$ cat config.mk
export PLATFORM = sky130hd
export DESIGN_NAME = dacc_device_flat
export DESIGN_NICKNAME = d
export VERILOG_FILES = /design/src/dacc_pkg.sv /design/src/dacc_link_if.sv /design/src/dacc_sync.sv /design/src/dacc_device.sv /design/src/flat_wrapper.sv
export VERILOG_INCLUDE_DIRS = /design/src
export SDC_FILE = /design/constraint.sdc
export NUM_CORES = 1
export LEC_CHECK = 0
export BUFFER_PORTS_ARGS = -buffer_cell sky130_fd_sc_hd__buf_2
export CAP_MARGIN = 25
export CORE_MARGIN = 1
export CORE_UTILIZATION = 61
export CTS_CLUSTER_DIAMETER = 100
export DETAILED_ROUTE_END_ITERATION = 8
export PLACE_DENSITY_LB_ADDON = 0.2
export SETUP_SLACK_MARGIN = 0.02
export SLEW_MARGIN = 20
export SYNTH_ARGS = -nofsm -noshare
export SYNTH_HDL_FRONTEND = slang
export SYNTH_SLANG_ARGS = --single-unit
$ cat constraint.sdc
create_clock -name hclk -period 2.71 [get_ports hclk]
set_clock_uncertainty 0.1 [all_clocks]
set_input_delay 0.271 -clock hclk [delete_from_list [all_inputs] [get_ports hclk]]
set_output_delay 0.271 -clock hclk [all_outputs]
set_load 0.02 [all_outputs]
$ cat src/dacc_cfg.svh
`ifndef DACC_CFG_SVH
`define DACC_CFG_SVH

// ----------------------------------------------------------------------
// serial frame layout
// ----------------------------------------------------------------------
`define DACC_FRAME_BITS   24
`define DACC_RW_BIT       23
`define DACC_ADDR_MSB     22
`define DACC_ADDR_LSB     20
`define DACC_DATA_MSB     19
`define DACC_DATA_LSB     4

// ----------------------------------------------------------------------
// device register addresses
// ----------------------------------------------------------------------
`define DACC_ADDR_DAC     3'h1
`define DACC_ADDR_CTRL    3'h2
`define DACC_ADDR_CLEAR   3'h3
`define DACC_ADDR_SWCTL   3'h4

// ----------------------------------------------------------------------
// field positions
// ----------------------------------------------------------------------
`define DACC_SW_LOAD_BIT  0
`define DACC_SW_CLEAR_BIT 1
`define DACC_SW_RESET_BIT 2
`define DACC_CTL_FEEDBACK_RESISTOR_SELECT_BIT 1
`define DACC_CTL_GND_BIT  2
`define DACC_CTL_TRI_BIT  3
`define DACC_CTL_FMT_BIT  4
`define DACC_CTL_SDO_BIT  5

// ----------------------------------------------------------------------
// reset values and sign flip mask
// ----------------------------------------------------------------------
`define DACC_DAC_RST      16'h8000
`define DACC_CLEAR_RST    16'h0000
`define DACC_SIGN_FLIP    16'h8000
`define DACC_FEEDBACK_RESISTOR_SELECT_RST     1'b1
`define DACC_GND_RST      1'b1
`define DACC_TRI_RST      1'b1
`define DACC_FMT_RST      1'b0
`define DACC_SDODIS_RST   1'b0

// ----------------------------------------------------------------------
// host register offsets and timing
// ----------------------------------------------------------------------
`define DACC_HOST_TX      8'h00
`define DACC_HOST_STAT    8'h04
`define DACC_HOST_RX      8'h08
`define DACC_HOST_PINS    8'h0C
`define DACC_SCLK_HALF    8

`endif

$ cat src/dacc_pkg.sv
`include "dacc_cfg.svh"

package dacc_pkg;

    // ------------------------------------------------------------------
    // output state of the converter
    // ------------------------------------------------------------------
    typedef enum logic [1:0] {
        MODE_NORMAL   = 2'b00,
        MODE_CLAMP    = 2'b01,
        MODE_TRISTATE = 2'b10
    } dacc_mode_type;

    // ------------------------------------------------------------------
    // host frame engine states
    // ------------------------------------------------------------------
    typedef enum logic [1:0] {
        HS_IDLE = 2'b00,
        HS_LOW  = 2'b01,
        HS_HIGH = 2'b10,
        HS_GAP  = 2'b11
    } dacc_hstate_type;

    // ------------------------------------------------------------------
    // device state
    // ------------------------------------------------------------------
    typedef struct packed {
        logic                sclk_d;
        logic                sync_d;
        logic                load_d;
        logic                clear_d;
        logic [4:0]          bit_cnt;
        logic [23:0]         rx_sh;
        logic [23:0]         tx_sh;
        logic                sdo;
        logic                frame_on;
        logic [15:0]         inp_reg;
        logic [15:0]         dac_reg;
        logic [15:0]         clear_code;
        logic                output_tristate_ctl;
        logic                output_ground_clamp;
        logic                feedback_resistor_select;
        logic                code_format_select;
        logic                sdo_disable;
        logic [15:0]         out_code;
        dacc_mode_type       out_mode;
    } dacc_dev_type;

    // ------------------------------------------------------------------
    // host state
    // ------------------------------------------------------------------
    typedef struct packed {
        dacc_hstate_type     state;
        logic [7:0]          div;
        logic [4:0]          bits;
        logic [23:0]         tx;
        logic [23:0]         rx;
        logic                sclk;
        logic                sync_n;
        logic                sdin;
        logic                load_n;
        logic                clear_n;
        logic                a_wr;
        logic [7:0]          a_addr;
        logic [31:0]         hrdata;
    } dacc_host_type;

endpackage : dacc_pkg

$ cat src/dacc_link_if.sv
`timescale 1ns/1ns

interface dacc_link_if;
    logic sclk;
    logic sync_n;
    logic sdin;
    logic sdo_out;
    logic sdo_oe;
    logic sdo;
    logic load_output_strobe_n;
    logic clear_to_code_strobe_n;

    // undriven readback line idles high
    assign sdo = sdo_oe ? sdo_out : 1'b1;

    modport host (
        output sclk,
        output sync_n,
        output sdin,
        output load_output_strobe_n,
        output clear_to_code_strobe_n,
        input  sdo
    );

    modport device (
        input  sclk,
        input  sync_n,
        input  sdin,
        input  load_output_strobe_n,
        input  clear_to_code_strobe_n,
        output sdo_out,
        output sdo_oe
    );
endinterface : dacc_link_if

$ cat src/dacc_sync.sv
`timescale 1ns/1ns

module dacc_sync #(
    parameter int         W       = 1,
    parameter logic [W-1:0] RST_VAL = '0
) (
    // clock and reset
    input  wire logic         hclk,
    input  wire logic         hresetn,
    // level in and out
    input  wire logic [W-1:0] din,
    output      logic [W-1:0] dout
);
    logic [1:0][W-1:0] meta_r;

    always_ff @(posedge hclk or negedge hresetn) begin
        if (!hresetn) begin
            meta_r <= {RST_VAL, RST_VAL};
        end else begin
            meta_r <= {meta_r[0], din};
        end
    end

    assign dout = meta_r[1];
endmodule : dacc_sync

$ cat src/dacc_device.sv
// The implementer's own choice: the AHB-Lite register port.
`timescale 1ns/1ns

`include "dacc_cfg.svh"

module dacc_device
    import dacc_pkg::*;
(
    // clock and reset
    input  wire logic                    hclk,
    input  wire logic                    hresetn,
    // serial link
    dacc_link_if.device                  link,
    // converter side
    output      logic [15:0]             dac_code,
    output      dacc_pkg::dacc_mode_type out_mode,
    output      logic                    reference_connect,
    output      logic                    feedback_resistor_select,
    output      logic                    code_format_select
);
    import dacc_pkg::*;

    // ------------------------------------------------------------------
    // reset image
    // ------------------------------------------------------------------
    localparam dacc_dev_type DEV_RST = '{
        sclk_d:                   1'b0,
        sync_d:                   1'b1,
        load_d:                   1'b1,
        clear_d:                  1'b1,
        bit_cnt:                  5'h00,
        rx_sh:                    24'h00_0000,
        tx_sh:                    24'h00_0000,
        sdo:                      1'b0,
        frame_on:                 1'b0,
        inp_reg:                  `DACC_DAC_RST,
        dac_reg:                  `DACC_DAC_RST,
        clear_code:               `DACC_CLEAR_RST,
        output_tristate_ctl:      `DACC_TRI_RST,
        output_ground_clamp:      `DACC_GND_RST,
        feedback_resistor_select: `DACC_FEEDBACK_RESISTOR_SELECT_RST,
        code_format_select:       `DACC_FMT_RST,
        sdo_disable:              `DACC_SDODIS_RST,
        out_code:                 16'h0000,
        out_mode:                 MODE_CLAMP
    };

    dacc_dev_type st_r;
    dacc_dev_type st_nxt;

    logic [4:0] pins_s;
    logic       sclk_s;
    logic       sync_s;
    logic       sdin_s;
    logic       load_s;
    logic       clear_s;

    // ------------------------------------------------------------------
    // pin synchronisers
    // ------------------------------------------------------------------
    dacc_sync #(
        .W       (5),
        .RST_VAL (5'h1A)
    ) u_sync (
        .hclk    (hclk),
        .hresetn (hresetn),
        .din     ({link.clear_to_code_strobe_n,
                   link.load_output_strobe_n,
                   link.sdin, link.sync_n, link.sclk}),
        .dout    (pins_s)
    );

    assign sclk_s  = pins_s[0];
    assign sync_s  = pins_s[1];
    assign sdin_s  = pins_s[2];
    assign load_s  = pins_s[3];
    assign clear_s = pins_s[4];

    // ------------------------------------------------------------------
    // next state
    // ------------------------------------------------------------------
    always_comb begin
        logic        sclk_rise;
        logic        sclk_fall;
        logic        frame_end;
        logic        load_req;
        logic        clear_req;
        logic        sw_reset;
        logic [2:0]  addr;
        logic [15:0] data;
        logic [15:0] rdata;

        st_nxt    = st_r;
        sclk_rise = sclk_s & ~st_r.sclk_d;
        sclk_fall = ~sclk_s & st_r.sclk_d;
        frame_end = sync_s & ~st_r.sync_d;
        addr      = st_r.rx_sh[`DACC_ADDR_MSB:`DACC_ADDR_LSB];
        data      = st_r.rx_sh[`DACC_DATA_MSB:`DACC_DATA_LSB];
        sw_reset  = 1'b0;
        rdata     = 16'h0000;

        st_nxt.sclk_d  = sclk_s;
        st_nxt.sync_d  = sync_s;
        st_nxt.load_d  = load_s;
        st_nxt.clear_d = clear_s;

        // pin strobes act on the falling edge
        load_req  = st_r.load_d & ~load_s;
        clear_req = st_r.clear_d & ~clear_s;

        if (st_r.sync_d & ~sync_s) begin
            st_nxt.bit_cnt  = 5'h00;
            st_nxt.frame_on = 1'b1;
        end

        // readback bits change on the rising clock edge
        if (sclk_rise & st_r.frame_on) begin
            st_nxt.sdo   = st_r.tx_sh[23];
            st_nxt.tx_sh = {st_r.tx_sh[22:0], 1'b0};
        end

        if (sclk_fall & st_r.frame_on) begin
            st_nxt.rx_sh = {st_r.rx_sh[22:0], sdin_s};
            if (st_r.bit_cnt != 5'(`DACC_FRAME_BITS)) begin
                st_nxt.bit_cnt = st_r.bit_cnt + 5'h01;
            end
        end

        if (frame_end) begin
            st_nxt.frame_on = 1'b0;
        end

        if (frame_end && st_r.frame_on &&
            st_r.bit_cnt == 5'(`DACC_FRAME_BITS)) begin
            if (!st_r.rx_sh[`DACC_RW_BIT]) begin
                unique case (addr)
                    `DACC_ADDR_DAC: begin
                        st_nxt.inp_reg = data;
                        // load pin held low, clear pin high: direct update
                        if (!load_s && clear_s) begin
                            st_nxt.dac_reg = data;
                        end
                    end
                    `DACC_ADDR_CTRL: begin
                        st_nxt.feedback_resistor_select =
                            st_r.rx_sh[`DACC_CTL_FEEDBACK_RESISTOR_SELECT_BIT];
                        st_nxt.output_ground_clamp =
                            st_r.rx_sh[`DACC_CTL_GND_BIT];
                        st_nxt.output_tristate_ctl =
                            st_r.rx_sh[`DACC_CTL_TRI_BIT];
                        st_nxt.code_format_select =
                            st_r.rx_sh[`DACC_CTL_FMT_BIT];
                        st_nxt.sdo_disable =
                            st_r.rx_sh[`DACC_CTL_SDO_BIT];
                    end
                    `DACC_ADDR_CLEAR: begin
                        st_nxt.clear_code = data;
                    end
                    `DACC_ADDR_SWCTL: begin
                        load_req  = load_req |
                            st_r.rx_sh[`DACC_SW_LOAD_BIT];
                        clear_req = clear_req |
                            st_r.rx_sh[`DACC_SW_CLEAR_BIT];
                        sw_reset  = st_r.rx_sh[`DACC_SW_RESET_BIT];
                    end
                    default: begin
                    end
                endcase
            end else begin
                unique case (addr)
                    `DACC_ADDR_DAC: rdata = st_r.dac_reg;
                    `DACC_ADDR_CLEAR: rdata = st_r.clear_code;
                    `DACC_ADDR_CTRL: begin
                        rdata[`DACC_CTL_FEEDBACK_RESISTOR_SELECT_BIT] =
                            st_r.feedback_resistor_select;
                        rdata[`DACC_CTL_GND_BIT] = st_r.output_ground_clamp;
                        rdata[`DACC_CTL_TRI_BIT] = st_r.output_tristate_ctl;
                        rdata[`DACC_CTL_FMT_BIT] = st_r.code_format_select;
                        rdata[`DACC_CTL_SDO_BIT] = st_r.sdo_disable;
                    end
                    default: rdata = 16'h0000;
                endcase
                if (addr == `DACC_ADDR_CTRL) begin
                    st_nxt.tx_sh = {st_r.rx_sh[23:20], 4'h0, rdata};
                end else begin
                    st_nxt.tx_sh = {st_r.rx_sh[23:20], rdata, 4'h0};
                end
            end
        end

        // clear blocked by low load pin
        clear_req = clear_req & load_s;
        // load blocked by low clear pin
        load_req  = load_req & clear_s;

        if (clear_req) begin
            st_nxt.dac_reg = st_nxt.clear_code;
        end else if (load_req) begin
            st_nxt.dac_reg = st_nxt.inp_reg;
        end

        if (sw_reset) begin
            st_nxt         = DEV_RST;
            st_nxt.sclk_d  = sclk_s;
            st_nxt.sync_d  = sync_s;
            st_nxt.load_d  = load_s;
            st_nxt.clear_d = clear_s;
        end

        // reset code maps to negative reference
        st_nxt.out_code = st_nxt.code_format_select ? st_nxt.dac_reg :
                          st_nxt.dac_reg ^ `DACC_SIGN_FLIP;

        if (st_nxt.output_ground_clamp) begin
            st_nxt.out_mode = MODE_CLAMP;
        end else if (st_nxt.output_tristate_ctl) begin
            st_nxt.out_mode = MODE_TRISTATE;
        end else begin
            st_nxt.out_mode = MODE_NORMAL;
        end
    end

    // ------------------------------------------------------------------
    // state register
    // ------------------------------------------------------------------
    // defaults on power-on
    always_ff @(posedge hclk or negedge hresetn) begin
        if (!hresetn) begin
            st_r <= DEV_RST;
        end else begin
            st_r <= st_nxt;
        end
    end

    // ------------------------------------------------------------------
    // outputs
    // ------------------------------------------------------------------
    assign link.sdo_out              = st_r.sdo;
    assign link.sdo_oe               = st_r.frame_on & ~st_r.sdo_disable;
    assign dac_code                  = st_r.out_code;
    assign out_mode                  = st_r.out_mode;
    assign reference_connect         = (st_r.out_mode == MODE_NORMAL);
    assign feedback_resistor_select  = st_r.feedback_resistor_select;
    assign code_format_select        = st_r.code_format_select;
endmodule : dacc_device

$ cat src/flat_wrapper.sv
// flat-port wrapper written by rule: the top's interface ports become plain ports
module dacc_device_flat import dacc_pkg::*;
  (hclk, hresetn, dac_code, out_mode, reference_connect, feedback_resistor_select, code_format_select, link_sclk, link_sync_n, link_sdin, link_load_output_strobe_n, link_clear_to_code_strobe_n, link_sdo_out, link_sdo_oe);
  dacc_link_if link_i ();
  input  wire logic hclk;
  input  wire logic hresetn;
  output      logic [15:0] dac_code;
  output      dacc_pkg::dacc_mode_type out_mode;
  output      logic reference_connect;
  output      logic feedback_resistor_select;
  output      logic code_format_select;
  input wire logic [$bits(link_i.sclk)-1:0] link_sclk;
  input wire logic [$bits(link_i.sync_n)-1:0] link_sync_n;
  input wire logic [$bits(link_i.sdin)-1:0] link_sdin;
  input wire logic [$bits(link_i.load_output_strobe_n)-1:0] link_load_output_strobe_n;
  input wire logic [$bits(link_i.clear_to_code_strobe_n)-1:0] link_clear_to_code_strobe_n;
  output wire logic [$bits(link_i.sdo_out)-1:0] link_sdo_out;
  output wire logic [$bits(link_i.sdo_oe)-1:0] link_sdo_oe;
  assign link_i.sclk = link_sclk;
  assign link_i.sync_n = link_sync_n;
  assign link_i.sdin = link_sdin;
  assign link_i.load_output_strobe_n = link_load_output_strobe_n;
  assign link_i.clear_to_code_strobe_n = link_clear_to_code_strobe_n;
  assign link_sdo_out = link_i.sdo_out;
  assign link_sdo_oe = link_i.sdo_oe;
  dacc_device u_core (.hclk(hclk), .hresetn(hresetn), .link(link_i), .dac_code(dac_code), .out_mode(out_mode), .reference_connect(reference_connect), .feedback_resistor_select(feedback_resistor_select), .code_format_select(code_format_select));
endmodule
* Yosys cells after proc, flatten, opt, wreduce, memory -nomap -nowiden
Cells that the tools add are included.
** Word-level totals
- Logic and storage cells :: 94
- Memory bits (writable) :: 0
- Register bits :: 140
- Bits in latches :: 0
- Memories kept :: 0
- Bits in read-only memories :: 0
** Operators by class
- Muxes and demuxes :: 33
- Add/subtract/negate cells :: 1
- $lt $le $gt $ge :: 0
- Multipliers :: 0
- Shift-type cells :: 0
- Reduce and logical (&&, ||, !) cells :: 11
- Bitwise gates (word level) :: 21
- Eq/ne operators :: 7
- Divide/modulo/power cells :: 0
** Operators by type and width (number)
- $mux W126 :: 1
- $mux W53 :: 2
- $mux W16 :: 5
- $mux W24 :: 2
- $mux W32 :: 1
- $mux W29 :: 1
- $mux W25 :: 1
- $mux W20 :: 1
- $pmux W10 S2 :: 1
- $mux W5 :: 3
- $pmux W5 S3 :: 1
- $and A1 B1 Y1 :: 11
- $mux W1 :: 11
- $not A1 Y1 :: 8
- $reduce_bool A2 Y1 :: 4
- $eq A3 B2 Y1 const B :: 2
- $add A5 B1 Y5 const B :: 1
- $eq A5 B5 Y1 const B :: 1
- $ne A5 B5 Y1 const B :: 1
- $mux W2 :: 2
- $eq A3 B1 Y1 const B :: 1
- $eq A3 B3 Y1 const B :: 1
- $logic_and A1 B1 Y1 :: 3
- $reduce_and A3 Y1 :: 1
- other kinds (6) :: 7

* Depth between registers and ports, before layout
Gate-level depths: netlist (run 1).
- Depth after elaboration :: 12
- Depth in mapped cells :: 9
- Depth with buffers taken out :: 8

* By module
From an unflattened synthesis (run 1), not the netlist that was laid out.
** Unflattened totals
- Cells, all modules :: 547
- Area, all modules :: 5850.6 um^2
** Modules (own cells, without submodules)
- dacc_device :: area an instance 5555.3 um^2, instances 1, cells an instance 532, seq. area each 2862.7 um^2
- dacc_sync :: area an instance 295.3 um^2, instances 1, cells an instance 15, seq. area each 257.7 um^2

* Least setup slack after synthesis (run 1)
No wires, ideal clock.
- Path kind :: register to register
- From :: register u_core.u_sync.meta_r, in the netlist u_core.u_sync.dout[1]
- To :: register u_core.st_r, in the netlist u_core.dac_code[15]
- Data required time :: 2.487 ns
- Setup slack :: 0.234 ns
- Arrival time :: 2.254 ns
- Period minus slack after synthesis :: 2.476 ns
- Buffers on the path :: 0
- Stages on the path, launching flop included :: 7
- Setup time :: 0.123 ns
- Cells stage by stage :: dfstp_2 -> ha_1 -> nand3b_1 -> nor4_4 -> mux2_1 -> a211o_2 -> xnor2_1
** RTL lines
- start, declared :: RTL line dacc_sync.sv:14 : logic [1:0][W-1:0] meta_r;
- start signal, assigned :: RTL line dacc_sync.sv:18 : meta_r <= {RST_VAL, RST_VAL};
- start signal, assigned :: RTL line dacc_sync.sv:20 : meta_r <= {meta_r[0], din};
- end signal, assigned :: RTL line dacc_device.sv:231 : st_r <= st_nxt;
- end, declared :: RTL line dacc_device.sv:48 : dacc_dev_type st_r;

==> results.txt, run 1 <==
Wire segments on met2 add up to 6.07 mm in the final route. The TritonCTS sink count came out at 124. After routing, the total negative slack on setup checks comes to 0 ns. The initial standard-cell utilization of the core came out at approximately 63%. In the routed design, unresolved DRC markers number 0. The headroom to the max-slew limit came out at 42.6%. The flow ran to the end, and the final reports show no timing, DRC or antenna violations. The number of clock buffers inserted by TritonCTS came out at 17. For hold timing, the worst endpoint is u_core.u_sync.dout[0]. The highest achievable clock rate came out at 406 MHz. The startpoint identified for the worst hold timing path is u_core.u_sync.meta_r[0]. The placed standard-cell area is about 6100 um^2. The post-CTS setup buffer count is 0. The number of global-route vias before repair is 4368.

The least setup slack across all paths after layout is 0.249 ns. The total overflow left after global routing is 0. The clock transition time at the flip-flop clock pins of the worst setup and hold paths came out at 0.06 ns. STA classifies the critical path endpoint as a flop. Setup repair after global routing left no endpoint under its margin. The share of async-settable or async-resettable flops after synthesis is 100%.

The number of instances in the placed design came out at 703. Across all register-to-register paths, the minimum setup slack is 0.25 ns. The port buffer count is 29. The first-pass iteration count of the detailed router came out at 5. The share of the clock period used by the worst path after layout came out at 90.8%. The initialized floorplan defines 35 standard-cell rows.

The post-detailed-routing wire length came out at 12.9 mm. The reported leakage power came out at 3.17 nW. The initial detailed-routing violation count is roughly 240.

The floorplan die height came out at 99.8 um. The startpoint identified for the worst register-to-register timing path is u_core.u_sync.dout[1]. The count of final hold-check violations came out at 0. The met1 wire length came out at 5.85 mm. The total routing usage reported by global routing is between 20 and 30%.

Pin placement for this block handled 30 I/O pins. The core utilization of the finished layout came out at 73.0%. The number of instances on the worst hold path came out at 0. The worst register-to-register path ends at u_core.dac_code[15].

The number of nets handed over by synthesis was around 590. The floorplan step defined a die boundary enclosing ~10000 um^2. The filler-free cell count of the finished design came out at 741. The fill cell instance count of the final layout is between 600 and 700. The diode insertion count for antenna repair is 0. The area of the placeable core came out at 9240 um^2. For the worst setup path, the data required time is between 3 and 4 ns. Once detail routing completed, the nets flagged for antenna violations numbered 0. The H-tree was split into 4 levels. The maximum number of pins on one net before global-route repair came out at 66.

The final layout contains 610 nets. The synthesized flop and latch total came out at 124. The initial antenna violation count is 0. The maximum clock insertion buffer count is 2. Detailed placement ended at an HPWL of 8.17 mm. The number of max-cap violations came out at 0. The finished cells cover 6740 um^2. The insertion delay of the later-clocked pin in the worst-skew pair came out at ~0.52 ns. The netlist uses 43 different library cells. The horizontal extent of the die is 99.8 um. The transition time at the pin with the least slew margin is between 0.8 and 0.9 ns. For this block, the via count after detailed routing is 4349. The footprint of the multi-input gates came out at between 2000 and 2500 um^2. From synthesis to final layout, the design area changed by 15.5%. The power per unit of standard cell area is 716 nW/um^2. The CTS tree is yes. The via count normalized by instance count came out at 5.87. The netlist area before placement came out at roughly 5800 um^2.

Of the cells placed in the final design, the portion with a size suffix greater than 1 is 19.9%. For this design, the CTS-stage hold fixing added 6 buffers. The kind of critical path is flop to flop. For this run, the leading register cell type out of synthesis is sky130_fd_sc_hd__dfrtp_1. The smallest clock period supported by the final layout is computed as 2.46 ns. The wire length per cell is 17.4 um. The synthesized netlist cell count is approximately 580.

The routed length on met3 is 687 um. The min-delay analysis places its worst path in the category flop to flop. The worst setup path is launched from a flop.

The number of max-slew violations in the final report came out at 0. The number of setup violations in the final report came out at 0. The number of synthesized flops with an enable pin is 0. The data arrival at the endpoint of the critical path is ~2.8 ns. The maximum fanout along the worst path is 5. The pre-CTS worst setup slack is between 0.2 and 0.3 ns. Routability-driven placement finished with a final weighted congestion of 0.874. The cell count of the worst reg-to-reg path came out at 7. The highest layer used for signal routing is met4. In the final layout, flip-flops and latches occupy 3120 um^2. The first-pass GRT wire length came out at 21.5 mm. During synthesis, Yosys emitted a total of 0 warnings. The proportion of synthesized chip area in sequential cells came out at ~53%. VDD sags by at most about 0.45 mV.

Clock tree synthesis selected as its root buffer the cell sky130_fd_sc_hd__clkbuf_8. The number of instances resized during post-cts repair came out at 0. The synthesized area divided by synthesized cell count came out at a little over 10 um^2.
-- critical path: stages (launching register included) --
cell	delay [ns]
sky130_fd_sc_hd__dfstp_2	0.54
sky130_fd_sc_hd__ha_1	0.20
sky130_fd_sc_hd__nand3b_1	0.27
sky130_fd_sc_hd__o31a_1	0.38
sky130_fd_sc_hd__a221oi_1	0.27
sky130_fd_sc_hd__a211oi_1	0.12
sky130_fd_sc_hd__a211o_2	0.34
sky130_fd_sc_hd__xnor2_1	0.12
-- registers in the layout, indices dropped and copies added (netlist names) --
signal                           count
u_core.out_mode                      2
u_core.dac_code                      1
u_core.st_r                        108
u_core.feedback_resistor_select      1
u_core.code_format_select            1
u_core.u_sync.meta_r                 5
u_core.u_sync.dout                   5
u_core.link.sdo_out                  1
-- power breakdown --
group          internal [W]  switching [W]
Sequential          0.00198       0.000151
Combinational      0.000156       0.000231
Clock               0.00148       0.000828
-- metal layers --
metal | vias up | track usage (%)
met2 | 133 | 43.4
li1 | 2044 | -
met3 | 32 | 8.57
met1 | 2140 | 39.1
met4 | 0 | 11.7
met5 | - | 0
-- cell usage in the layout, fill, tap and decap left out, types with 4 or more instances in the layout --
| cell type | n |
|---|---|
| sky130_fd_sc_hd__nand3_1 | 5 |
| sky130_fd_sc_hd__dfstp_2 | 14 |
| sky130_fd_sc_hd__clkbuf_8 | 4 |
| sky130_fd_sc_hd__a22o_1 | 15 |
| sky130_fd_sc_hd__inv_1 | 5 |
| sky130_fd_sc_hd__o21ai_0 | 25 |
| sky130_fd_sc_hd__nor2_1 | 75 |
| sky130_fd_sc_hd__a221oi_1 | 11 |
| sky130_fd_sc_hd__nand2_1 | 71 |
| sky130_fd_sc_hd__ha_1 | 4 |
| sky130_fd_sc_hd__clkbuf_16 | 16 |
| sky130_fd_sc_hd__nand3b_1 | 4 |
| sky130_fd_sc_hd__dfrtp_1 | 110 |
| sky130_fd_sc_hd__buf_4 | 22 |
| sky130_fd_sc_hd__mux2i_1 | 53 |
| sky130_fd_sc_hd__dlygate4sd3_1 | 6 |
| sky130_fd_sc_hd__buf_2 | 28 |
| sky130_fd_sc_hd__nor3_1 | 15 |
| sky130_fd_sc_hd__a21oi_1 | 65 |
| sky130_fd_sc_hd__mux2_2 | 14 |
-- synth_stat cells (all sizes together) (2+ instances only) --
cell type / n / share of area, %
nor3: 16 / 1.4
nor3b: 2 / 0.26
buf: 29 / 3.3
nand3: 5 / 0.43
nand4: 2 / 0.21
and3b: 2 / 0.30
nand2b: 2 / 0.21
nand2: 71 / 4.6
a31oi: 3 / 0.32
a21oi: 65 / 5.6
a211o: 2 / 0.32
dfstp: 14 / 6.3
ha: 4 / 0.86
o21ai: 25 / 2.1
a211oi: 2 / 0.26
a22o: 15 / 2.3
inv: 6 / 0.39
nor2: 75 / 4.8
clkbuf: 25 / 1.6
nor4: 3 / 0.94
and3: 2 / 0.21
nand3b: 4 / 0.51
and2: 3 / 0.32
mux2i: 53 / 9.1
dfrtp: 110 / 47
a221oi: 11 / 1.7
mux2: 15 / 2.9
-- worst max-delay path by stage --
stage,startpoint,cells past startpoint,slack (ns),end
6_report,u_core.u_sync.dout[1],7,0.25,u_core.dac_code[15]
5_1_grt,u_core.u_sync.dout[1],7,0.11,u_core.st_r[52]
4_1_cts,u_core.u_sync.dout[1],7,0.26,u_core.dac_code[15]
3_5_place_dp,u_core.u_sync.dout[1],6,0.29,u_core.dac_code[15]
3_3_place_gp,u_core.u_sync.dout[1],6,0.34,u_core.dac_code[15]
2_1_floorplan,u_core.u_sync.dout[1],6,0.23,u_core.dac_code[15]
-- through the flow --
stage	total power, W	hold WS [ns]
6_report	0.00483	0.252
3_3_place_gp	0.00251	0.233
2_1_floorplan	0.00240	-0.125
3_5_place_dp	0.00253	0.237
5_1_grt	0.00500	0.257
4_1_cts	0.00486	0.251
-- final cells by class --
cell class / instances / area share [%]
clock inverters: 12 / 2.37
repair buffers: 58 / 6.01
clock buffers: 20 / 6.75
multi-input cells: 392 / 35.9
inverters: 6 / 0.334
flip-flops and latches: 124 / 46.3
well taps: 129 / 2.39
-- logic make-up after synthesis --
group	after synthesis	synth area share, %
and+or+nand+nor	193	15.3
AOI/OAI and AO/OA	126	13.0
DFF	124	53.5
muxes	68	12.0
buffers and inverters	60	5.29
adders and majority gates	4	0.857
xor gates and xnor gates	1	0.150
No activity file was read; power rests on OpenSTA's default activity.
==> run 2, diff against run 1 <==
--- a/config.mk
+++ b/config.mk
@@ -9,7 +9,7 @@
 export BUFFER_PORTS_ARGS = -buffer_cell sky130_fd_sc_hd__buf_2
 export CAP_MARGIN = 25
 export CORE_MARGIN = 1
-export CORE_UTILIZATION = 61
+export CORE_UTILIZATION = 43
 export CTS_CLUSTER_DIAMETER = 100
 export DETAILED_ROUTE_END_ITERATION = 8
 export PLACE_DENSITY_LB_ADDON = 0.2
==> constraint.sdc (replaced) <==
create_clock -name hclk -period 2.71 [get_ports hclk]
set_clock_uncertainty 0.1 [all_clocks]
set_input_delay 0.1355 -clock hclk [delete_from_list [all_inputs] [get_ports hclk]]
set_output_delay 0.1355 -clock hclk [all_outputs]
set_load 0.02 [all_outputs]
==> run 2 against run 1 <==
Compared with the run above:
- critical path depth unchanged
- maximum frequency is 2.7% lower
- clock power down 12%
- clock-buffer cell count grew 11
- first-iteration DRC count is 13% higher
- flip-flop and latch count did not move
- combinational power is 1% higher
- register-to-register slack lost 0.07 ns
- total power shrank 5.7%
- critical path type unchanged
- sequential power about the same
- global-route usage fell by 8.7 points
- highest routed layer unchanged
- routed wire length rose by 1.8%
==> results.txt, run 2 (synthesis results as in run 1) <==
The run finished with clean final reports. The number of flip-flops in the largest register came out at 108 (unchanged). The fraction of final layout cells sized beyond drive strength 1 came out at 18.1% (-1.9 points). The via count normalized by instance count came to 5.39 (-8.1%). The transition time at the pin with the least slew margin is 0.845 ns (-0.0160 ns).

The number of clock buffers inserted by TritonCTS is 17 (unchanged). The insertion delay of the later-clocked pin in the worst-skew pair is 0.42 ns (-0.10 ns). Setup repair after global routing left no endpoint under its margin. The area growth from synthesis to layout is 15.0%. The power per unit of standard cell area came out at 678 nW/um^2 (-5.3%). The most common library cell in the layout ignoring fill and taps is sky130_fd_sc_hd__dfrtp_1.

The number of nets in the final layout is 607 (-0.49%). The number of setup violations in the final report came out at 0 (unchanged). The post-CTS setup buffer count came out at 0 (unchanged). The remaining global-route overflow came out at 0 (unchanged). The met3 usage is 4.63% (-3.9 points).

The maximum number of pins on one net before global-route repair was 71 (+7.6%). The most flop-heavy register is u_core.st_r. The data arrival at the endpoint of the critical path is 2.72 ns (-0.04 ns). The proportion of power drawn by flip-flops and latches came out at 46.9% (+2.8 points). The number of global-route vias before repair is 4127 (-5.5%).

The final routed DRC violation total was 0 (unchanged). The initial detailed-routing violation count came out at 268 (+13%). The switching share of total power came out at 24.7% (-0.40 points). The logic gate share of total power is 8.6% (+0.6 points). The largest incremental delay on the critical path is 0.54 ns (about the same).

The met1 routing resource usage after global routing is 28.6% (-10 points). The last weighted congestion value of the routability-driven placer is 0.807 (-7.6%). The diode insertion count for antenna repair is 0 (unchanged). The maximum level of the CTS H-tree is 4 (unchanged). The first-pass GRT wire length is 21.7 mm (+0.86%). The number of vias in the routed layout is 4235 (-2.6%). The number of top-level pins came out at 30 (unchanged). The endpoint type of the worst setup path is a flop.

met2 is the most crowded layer. The wire length per cell was 16.7 um (-3.9%). The TritonCTS sink count is 124 (unchanged). The reported leakage power came out at 3.12 nW (-1.7%). The horizontal extent of the die came out at 119 um (+19%). The number of max-cap violations is 0 (unchanged). The kind of critical path is flop to flop.

The fill cell instance count of the final layout is 1215 (+88%). The total routing usage reported by global routing came out at 20.0% (-8.7 points). The first-pass iteration count of the detailed router is 4 (-1). The share of the clock period used by the worst path after layout came out at 93.3% (+2.5 points). The highest achievable clock rate is 395 MHz (-2.7%). STA classifies the critical path startpoint as a flop. The maximum fanout along the worst path is 15 (+10).

The total internal power came out at 0.00343 W (-5.2%). The maximum clock insertion buffer count is 2 (unchanged). The HPWL after detailed placement is 8.67 mm (+6.1%). The cts-stage hold buffer count is 6 (unchanged). The worst hold path belongs to the class input port to async pin.

The largest voltage drop on the vdd net is 0.322 mV (-28%). The headroom to the max-slew limit is 43.6% (+1.1 points). The CTS tree is yes. The largest individual stage delay along the critical path comes from the cell sky130_fd_sc_hd__dfstp_2.

The met2 track utilization from global routing came out at 29.8% (-14 points). The number of max-slew violations in the final report came out at 0 (unchanged). The clock transition time at the flip-flop clock pins of the worst setup and hold paths is 0.05 ns (about the same). The final critical path time including I/O delays and setup came out at 2.53 ns (+0.0682 ns). The number of instances resized during post-cts repair came to 0 (unchanged). The cell chosen for the clock root is sky130_fd_sc_hd__clkbuf_16.

The required time of the worst setup path is 2.90 ns (-0.11 ns). The post-route standard cell area excluding fillers is 6710 um^2 (-0.50%). The count of final hold-check violations is 0 (unchanged).

The placed standard-cell area is 6120 um^2 (+0.80%). The power spent charging and discharging nets was 0.00112 W (-7.2%). The initial antenna violation count is 0 (unchanged).

The signal on the critical path passes through ha_1, nand3b_1, nor4_4, buf_4, mux2i_1, a21oi_1, a22o_1. The initial standard-cell utilization of the core was 44.1% (-19 points). The clock group share of total power is 44.5% (-3.4 points). The total area of sequential cells came to 3120 um^2 (unchanged).

The footprint of the multi-input gates was 2420 um^2 (unchanged). The post-detailed-routing wire length is 13.1 mm (+1.8%). The floorplan die height is 119 um (+19%).

The number of routed nets with antenna violations came out at 0 (unchanged). The area of the placeable core came out at 13200 um^2 (+43%). The floorplan die area is 14000 um^2 (+41%). Leaving out fill and tap cells, the most frequent cells in the layout are sky130_fd_sc_hd__dfrtp_1, sky130_fd_sc_hd__nor2_1, sky130_fd_sc_hd__nand2_1. The port buffer count is 29 (unchanged). The cell row count is 42 (+20%).

The final total negative setup slack is 0 ns (unchanged).
-- run 2: path summary, 6_finish.rpt --
path / startpoint / slack (ns) / cells past startpoint / endpoint
max in group asynchronous: hresetn / 1.47 / 3 / u_core.st_r[70]
min in group hclk: u_core.u_sync.meta_r[0] / 0.25 / 0 / u_core.u_sync.dout[0]
max reg2reg: u_core.u_sync.dout[1] / 0.18 / 7 / u_core.st_r[51]
max: u_core.u_sync.dout[1] / 0.18 / 7 / u_core.st_r[51]
min reg2reg: u_core.u_sync.meta_r[0] / 0.25 / 0 / u_core.u_sync.dout[0]
min: hresetn / 0.22 / 2 / u_core.code_format_select
-- run 2: layer usage --
layer / part of all wire, % / wire [um]
met2: 46 / 6080
met4: 1.4 / 183
met3: 4.0 / 518
met1: 48 / 6310
met5: 0 / 0
-- run 2: cell type report --
class,instances,area share (%)
tap,176,3.28
sequential,124,46.5
timing repair buffer,55,5.89
clock inverter,1,0.0746
clock buffer,31,7.87
multi-input combinational,392,36.0
inverter,6,0.336
-- run 2: stage by stage --
stage	instances	util [%]	power [W]	setup WS, ns	hold WS [ns]
floorplan	576	-	0.00240	0.234	-0.260
global placement	747	46.2	0.00253	0.294	0.129
detailed placement	747	46.2	0.00255	0.243	0.133
CTS	785	50.7	0.00460	0.220	0.231
global route	785	50.7	0.00474	0.0561	0.249
finish	785	50.7	0.00455	0.181	0.217
-- run 2: power by group through the flow --
| stage | clock, W | sequential, W | combinational [W] |
|---|---|---|---|
| 2_1_floorplan | 0 | 0.00210 | 0.000302 |
| 3_3_place_gp | 0 | 0.00215 | 0.000379 |
| 3_5_place_dp | 0 | 0.00216 | 0.000387 |
| 4_1_cts | 0.00208 | 0.00213 | 0.000396 |
| 5_1_grt | 0.00216 | 0.00215 | 0.000436 |
| 6_report | 0.00203 | 0.00213 | 0.000390 |
-- run 2: critical path: cells and delay by family (launching register included) --
kind / cells / cell delay [ns]
muxes: 1 / 0.27
DFF: 1 / 0.54
AOI/OAI and AO/OA: 2 / 0.31
adders and majority gates: 1 / 0.21
buffers and inverters: 1 / 0.35
and+or+nand+nor: 2 / 0.61
==> run 3, diff against run 2 <==
--- a/config.mk
+++ b/config.mk
@@ -6,6 +6,7 @@
 export SDC_FILE = /design/constraint.sdc
 export NUM_CORES = 1
 export LEC_CHECK = 0
+export ABC_AREA = 1
 export BUFFER_PORTS_ARGS = -buffer_cell sky130_fd_sc_hd__buf_2
 export CAP_MARGIN = 25
 export CORE_MARGIN = 1
==> constraint.sdc (replaced) <==
create_clock -name hclk -period 2.4 [get_ports hclk]
set_clock_uncertainty 0.1 [all_clocks]
set_input_delay 0.12 -clock hclk [delete_from_list [all_inputs] [get_ports hclk]]
set_output_delay 0.12 -clock hclk [all_outputs]
set_load 0.01 [all_outputs]
==> run 3 against run 2 <==
Compared with the run above:
- cell area rose by 8.0%
- maximum frequency grew 13%
- worst setup slack got worse by 0.015 ns
- routed wire length is 26% higher
- sequential share of layout area fell by 3.5 points
- non-clock buffer count is 3 higher
- first-iteration DRC count up 90%
- global-route usage increased by 3.8 points
- clock-buffer cell count down 6
- combinational power up 95%
==> results.txt, run 3 <==
The total routing usage reported by global routing is 23.8% (+3.8 points). The number of global-route vias before repair is 5089 (+23%). The via count normalized by instance count came to 5.45 (+1.1%). The buffer and inverter count on the worst path is 3 (+2). After synthesis, the cell types taking the most area are sky130_fd_sc_hd__dfrtp_1, sky130_fd_sc_hd__nand2_1, sky130_fd_sc_hd__nand3_1. The TritonCTS sink count came out at 124 (unchanged).

In the synthesized netlist the dominant register cell turns out to be sky130_fd_sc_hd__dfrtp_1. The synthesized area divided by synthesized cell count came out at 8.10 um^2 (-20%). The number of setup violations in the final report came out at 0 (unchanged).

The number of nets in the final layout came out at 801 (+32%). The netlist area before placement came out at 6230 um^2 (+6.8%). The number of instances in the placed design came out at 943 (+26%).

The floorplan die area is 15000 um^2 (+6.6%). The top cell types in the final layout, fill and taps aside, are sky130_fd_sc_hd__nand2_1, sky130_fd_sc_hd__dfrtp_1, sky130_fd_sc_hd__nand3_1. The wire length per cell is 16.8 um (+0.46%). The synthesized flop and latch total came out at 124 (unchanged). TritonCTS built the clock tree. The number of top-level pins is 30 (unchanged). The headroom to the max-slew limit was 49.7% (+6.0 points). The first-pass GRT wire length was 26.8 mm (+24%).

The first element of the critical path is u_core.st_r[121]. The kind of cell with the highest combined delay on the critical path is simple AND/OR/NAND/NOR gates. The cell count of the worst reg-to-reg path was 12 (+5).

The signal on the critical path passes through inv_1, ha_1, nand2_2, nor2_4, nand3_4, nor3_4, inv_2, nand2_2, a21oi_4, buf_12, nand3_1, nand2_1. The cell row count came to 43 (+2.4%). The count of final hold-check violations was 0 (unchanged). The highest achievable clock rate came out at 448 MHz (+13%). The area of the placeable core came out at 14000 um^2 (+5.6%). The post-detailed-routing wire length came out at 16.5 mm (+26%). The largest voltage drop on the vdd net is 0.449 mV (+39%). STA classifies the critical path startpoint as a flop. The library cell used most frequently in the layout, excluding fill and tap cells, is sky130_fd_sc_hd__nand2_1. Among all stages on the critical path, the largest delay is contributed by sky130_fd_sc_hd__dfrtp_1. The worst setup path is of the flop to flop kind. The multiplexer share of the synthesized area is 0.161% (-12 points). The filler-free cell count of the finished design is 982 (+25%). STA classifies the critical path endpoint as a flop. The final critical path time including I/O delays and setup is 2.23 ns (-0.295 ns). The initial antenna violation count is 0 (unchanged). The data arrival at the endpoint of the critical path is 2.44 ns (-0.28 ns).

The fraction of final layout cells sized beyond drive strength 1 was 16.1% (-2.0 points). By instance count, the leading cell after synthesis is sky130_fd_sc_hd__nand2_1. The net count after synthesis is 780 (+33%). The tree is rooted in a sky130_fd_sc_hd__clkbuf_16. The layout overhead on the synthesized area came out at 16.3%. The maximum clock insertion buffer count came out at 2 (unchanged). The clock transition time at the flip-flop clock pins of the worst setup and hold paths came out at 0.05 ns (about the same). The number of clock buffers inserted by TritonCTS is 17 (unchanged).

The share of the clock period used by the worst path after layout is 93.1% (-0.23 points). The number of synthesized flops with an enable pin came to 0 (unchanged). The required time of the worst setup path was 2.61 ns (-0.29 ns).

The share of async-settable or async-resettable flops after synthesis came out at 100% (unchanged). The post-synthesis cell type count came to 43 (unchanged). The HPWL after detailed placement came to 11.1 mm (+28%).

The xor/xnor cell area share of the yosys netlist is 0.281% (+0.13 points). The number of max-slew violations in the final report is 0 (unchanged). The initial detailed-routing violation count was 509 (+90%). The compound-gate portion of the synthesized area is 11.1% (-1.9 points). The number of routed nets with antenna violations came out at 0 (unchanged). The number of synthesis warnings is 0 (unchanged).

The remaining global-route overflow came out at 0 (unchanged). The final routed DRC violation total is 0 (unchanged). The floorplan die height came out at 122 um (+3.3%). The reported leakage power is 3.48 nW (+12%). The initial standard-cell utilization of the core came out at 44.5% (+0.47 points). By area, the combinational part of the netlist is dominated by simple AND/OR/NAND/NOR gates.

The final total negative setup slack came out at 0 ns (unchanged). The fill cell instance count of the final layout was 1341 (+10%). The number of vias in the routed layout came out at 5354 (+26%). The maximum number of pins on one net before global-route repair came out at 70 (-1.4%).

The number of flip-flops in the largest register is 108 (unchanged). The post-synthesis share of cell area spent on and, or, nand and nor gates is 27.9% (+13 points). The footprint of the multi-input gates is 2530 um^2 (+4.8%). The proportion of synthesized chip area in sequential cells is 50.1% (-3.4 points).

The classification of the worst-slack hold path is input port to async pin. The port buffer count came out at 29 (unchanged). The run finished with clean final reports.

The startpoint identified for the worst register-to-register timing path is u_core.st_r[121]. The placed standard-cell area was 6470 um^2 (+5.8%). The power per unit of standard cell area came to 845 nW/um^2 (+25%).

The maximum fanout along the worst path is 15 (unchanged). The first-pass iteration count of the detailed router came to 5 (+1). The insertion delay of the later-clocked pin in the worst-skew pair is 0.42 ns (about the same). The share of the synthesized area in the top cell type is 44.2% (-3.0 points). The total area of sequential cells is 3120 um^2 (unchanged). The minimum setup slack among reg-to-reg paths came out at 0.17 ns (-0.02 ns).

sky130_fd_sc_hd__dfrtp_1 takes more of the synthesized area than any other cell. The largest incremental delay on the critical path was 0.43 ns (-0.11 ns). The most numerous cell type found on the critical path is sky130_fd_sc_hd__nand2_2. Setup repair after global routing could not meet its margin everywhere.

The number of cells on the critical path came out at 12 (+5). The diode insertion count for antenna repair is 0 (unchanged). The last weighted congestion value of the routability-driven placer was 0.842 (+4.4%). The commonest cells after synthesis are sky130_fd_sc_hd__nand2_1, sky130_fd_sc_hd__dfrtp_1, sky130_fd_sc_hd__nand3_1. The transition time at the pin with the least slew margin came to 0.749 ns (-0.0967 ns). The maximum level of the CTS H-tree is 4 (unchanged). The horizontal extent of the die came out at 122 um (+3.3%). The post-route standard cell area excluding fillers was 7250 um^2 (+8.0%). The synthesized netlist cell count is 769 (+34%).

The synthesized-area fraction occupied by adder cells came to 0.803% (-0.054 points). The worst register-to-register path ends at u_core.st_r[51]. The most flop-heavy register is u_core.st_r.

The number of max-cap violations was 0 (unchanged).
-- run 3: changes by cell type after synthesis, moves of 15 or more --
cell,before,now
sky130_fd_sc_hd__nor3_1,16,1
sky130_fd_sc_hd__a21oi_1,65,16
sky130_fd_sc_hd__o21ai_0,25,58
sky130_fd_sc_hd__inv_1,5,62
sky130_fd_sc_hd__nand3_1,5,97
sky130_fd_sc_hd__nor2_1,75,90
sky130_fd_sc_hd__mux2i_1,53,1
sky130_fd_sc_hd__nand2_1,71,185
-- run 3: metrics by stage --
stage / total power, W / setup slack (ns) / util, % / hold slack, ns
CTS: 0.00616 / 0.118 / 51.3 / 0.114
global placement: 0.00333 / 0.138 / 46.3 / 0.00608
detailed placement: 0.00335 / 0.135 / 46.3 / 0.0121
global route: 0.00643 / 0.00957 / 51.8 / 0.150
floorplan: 0.00311 / 0.483 / - / -0.276
finish: 0.00612 / 0.165 / 51.8 / 0.109
-- run 3: layer usage --
layer	vias to the layer above	part of all wire [%]	global-route usage (%)
li1	2529	-	-
met1	2611	46	33.8
met2	183	45	35.1
met3	31	6.6	4.46
met4	0	2.2	10.8
met5	-	0	0
-- run 3: cell type report --
cell class	count	share of cell area, %
clock buffer	25	7.11
clock inverter	6	1.80
inverter	72	3.76
multi-input combinational	517	35.0
sequential	124	43.1
tap	180	3.11
timing repair buffer	58	6.21
-- run 3: worst max-delay path by stage --
stage | endpoint | slack [ns]
after floorplan | u_core.st_r[47] | 0.48
after global placement | u_core.st_r[86] | 0.14
after detailed placement | u_core.st_r[86] | 0.13
after CTS | u_core.st_r[86] | 0.12
after global routing | u_core.st_r[44] | 0.01
final | u_core.st_r[51] | 0.17
-- run 3: what timing repair did --
item                                    CTS  global route
hold endpoints to repair                 37             0
endpoints found under the setup margin    0            19
buffers inserted                          0             2
resized for setup                         0             7
hold buffers                              6             0
-- run 3: cell families (layout without fill, tap and decap cells) --
| kind of cell | Yosys count | count (layout) |
|---|---|---|
| and+or+nand+nor | 395 | 395 |
| buffers and inverters | 128 | 161 |
| muxes | 1 | 1 |
| adders and majority gates | 4 | 4 |
| DFF | 124 | 124 |
| xor gates and xnor gates | 2 | 2 |
| AOI/OAI and AO/OA | 115 | 115 |
-- run 3: where the power goes --
group | internal, W | switching (W) | leakage (nW)
Sequential | 0.00239 | 0.000184 | 1.60
Clock | 0.00189 | 0.000895 | 0.319
Combinational | 0.000293 | 0.000469 | 1.57
Total | 0.00458 | 0.00155 | 3.48
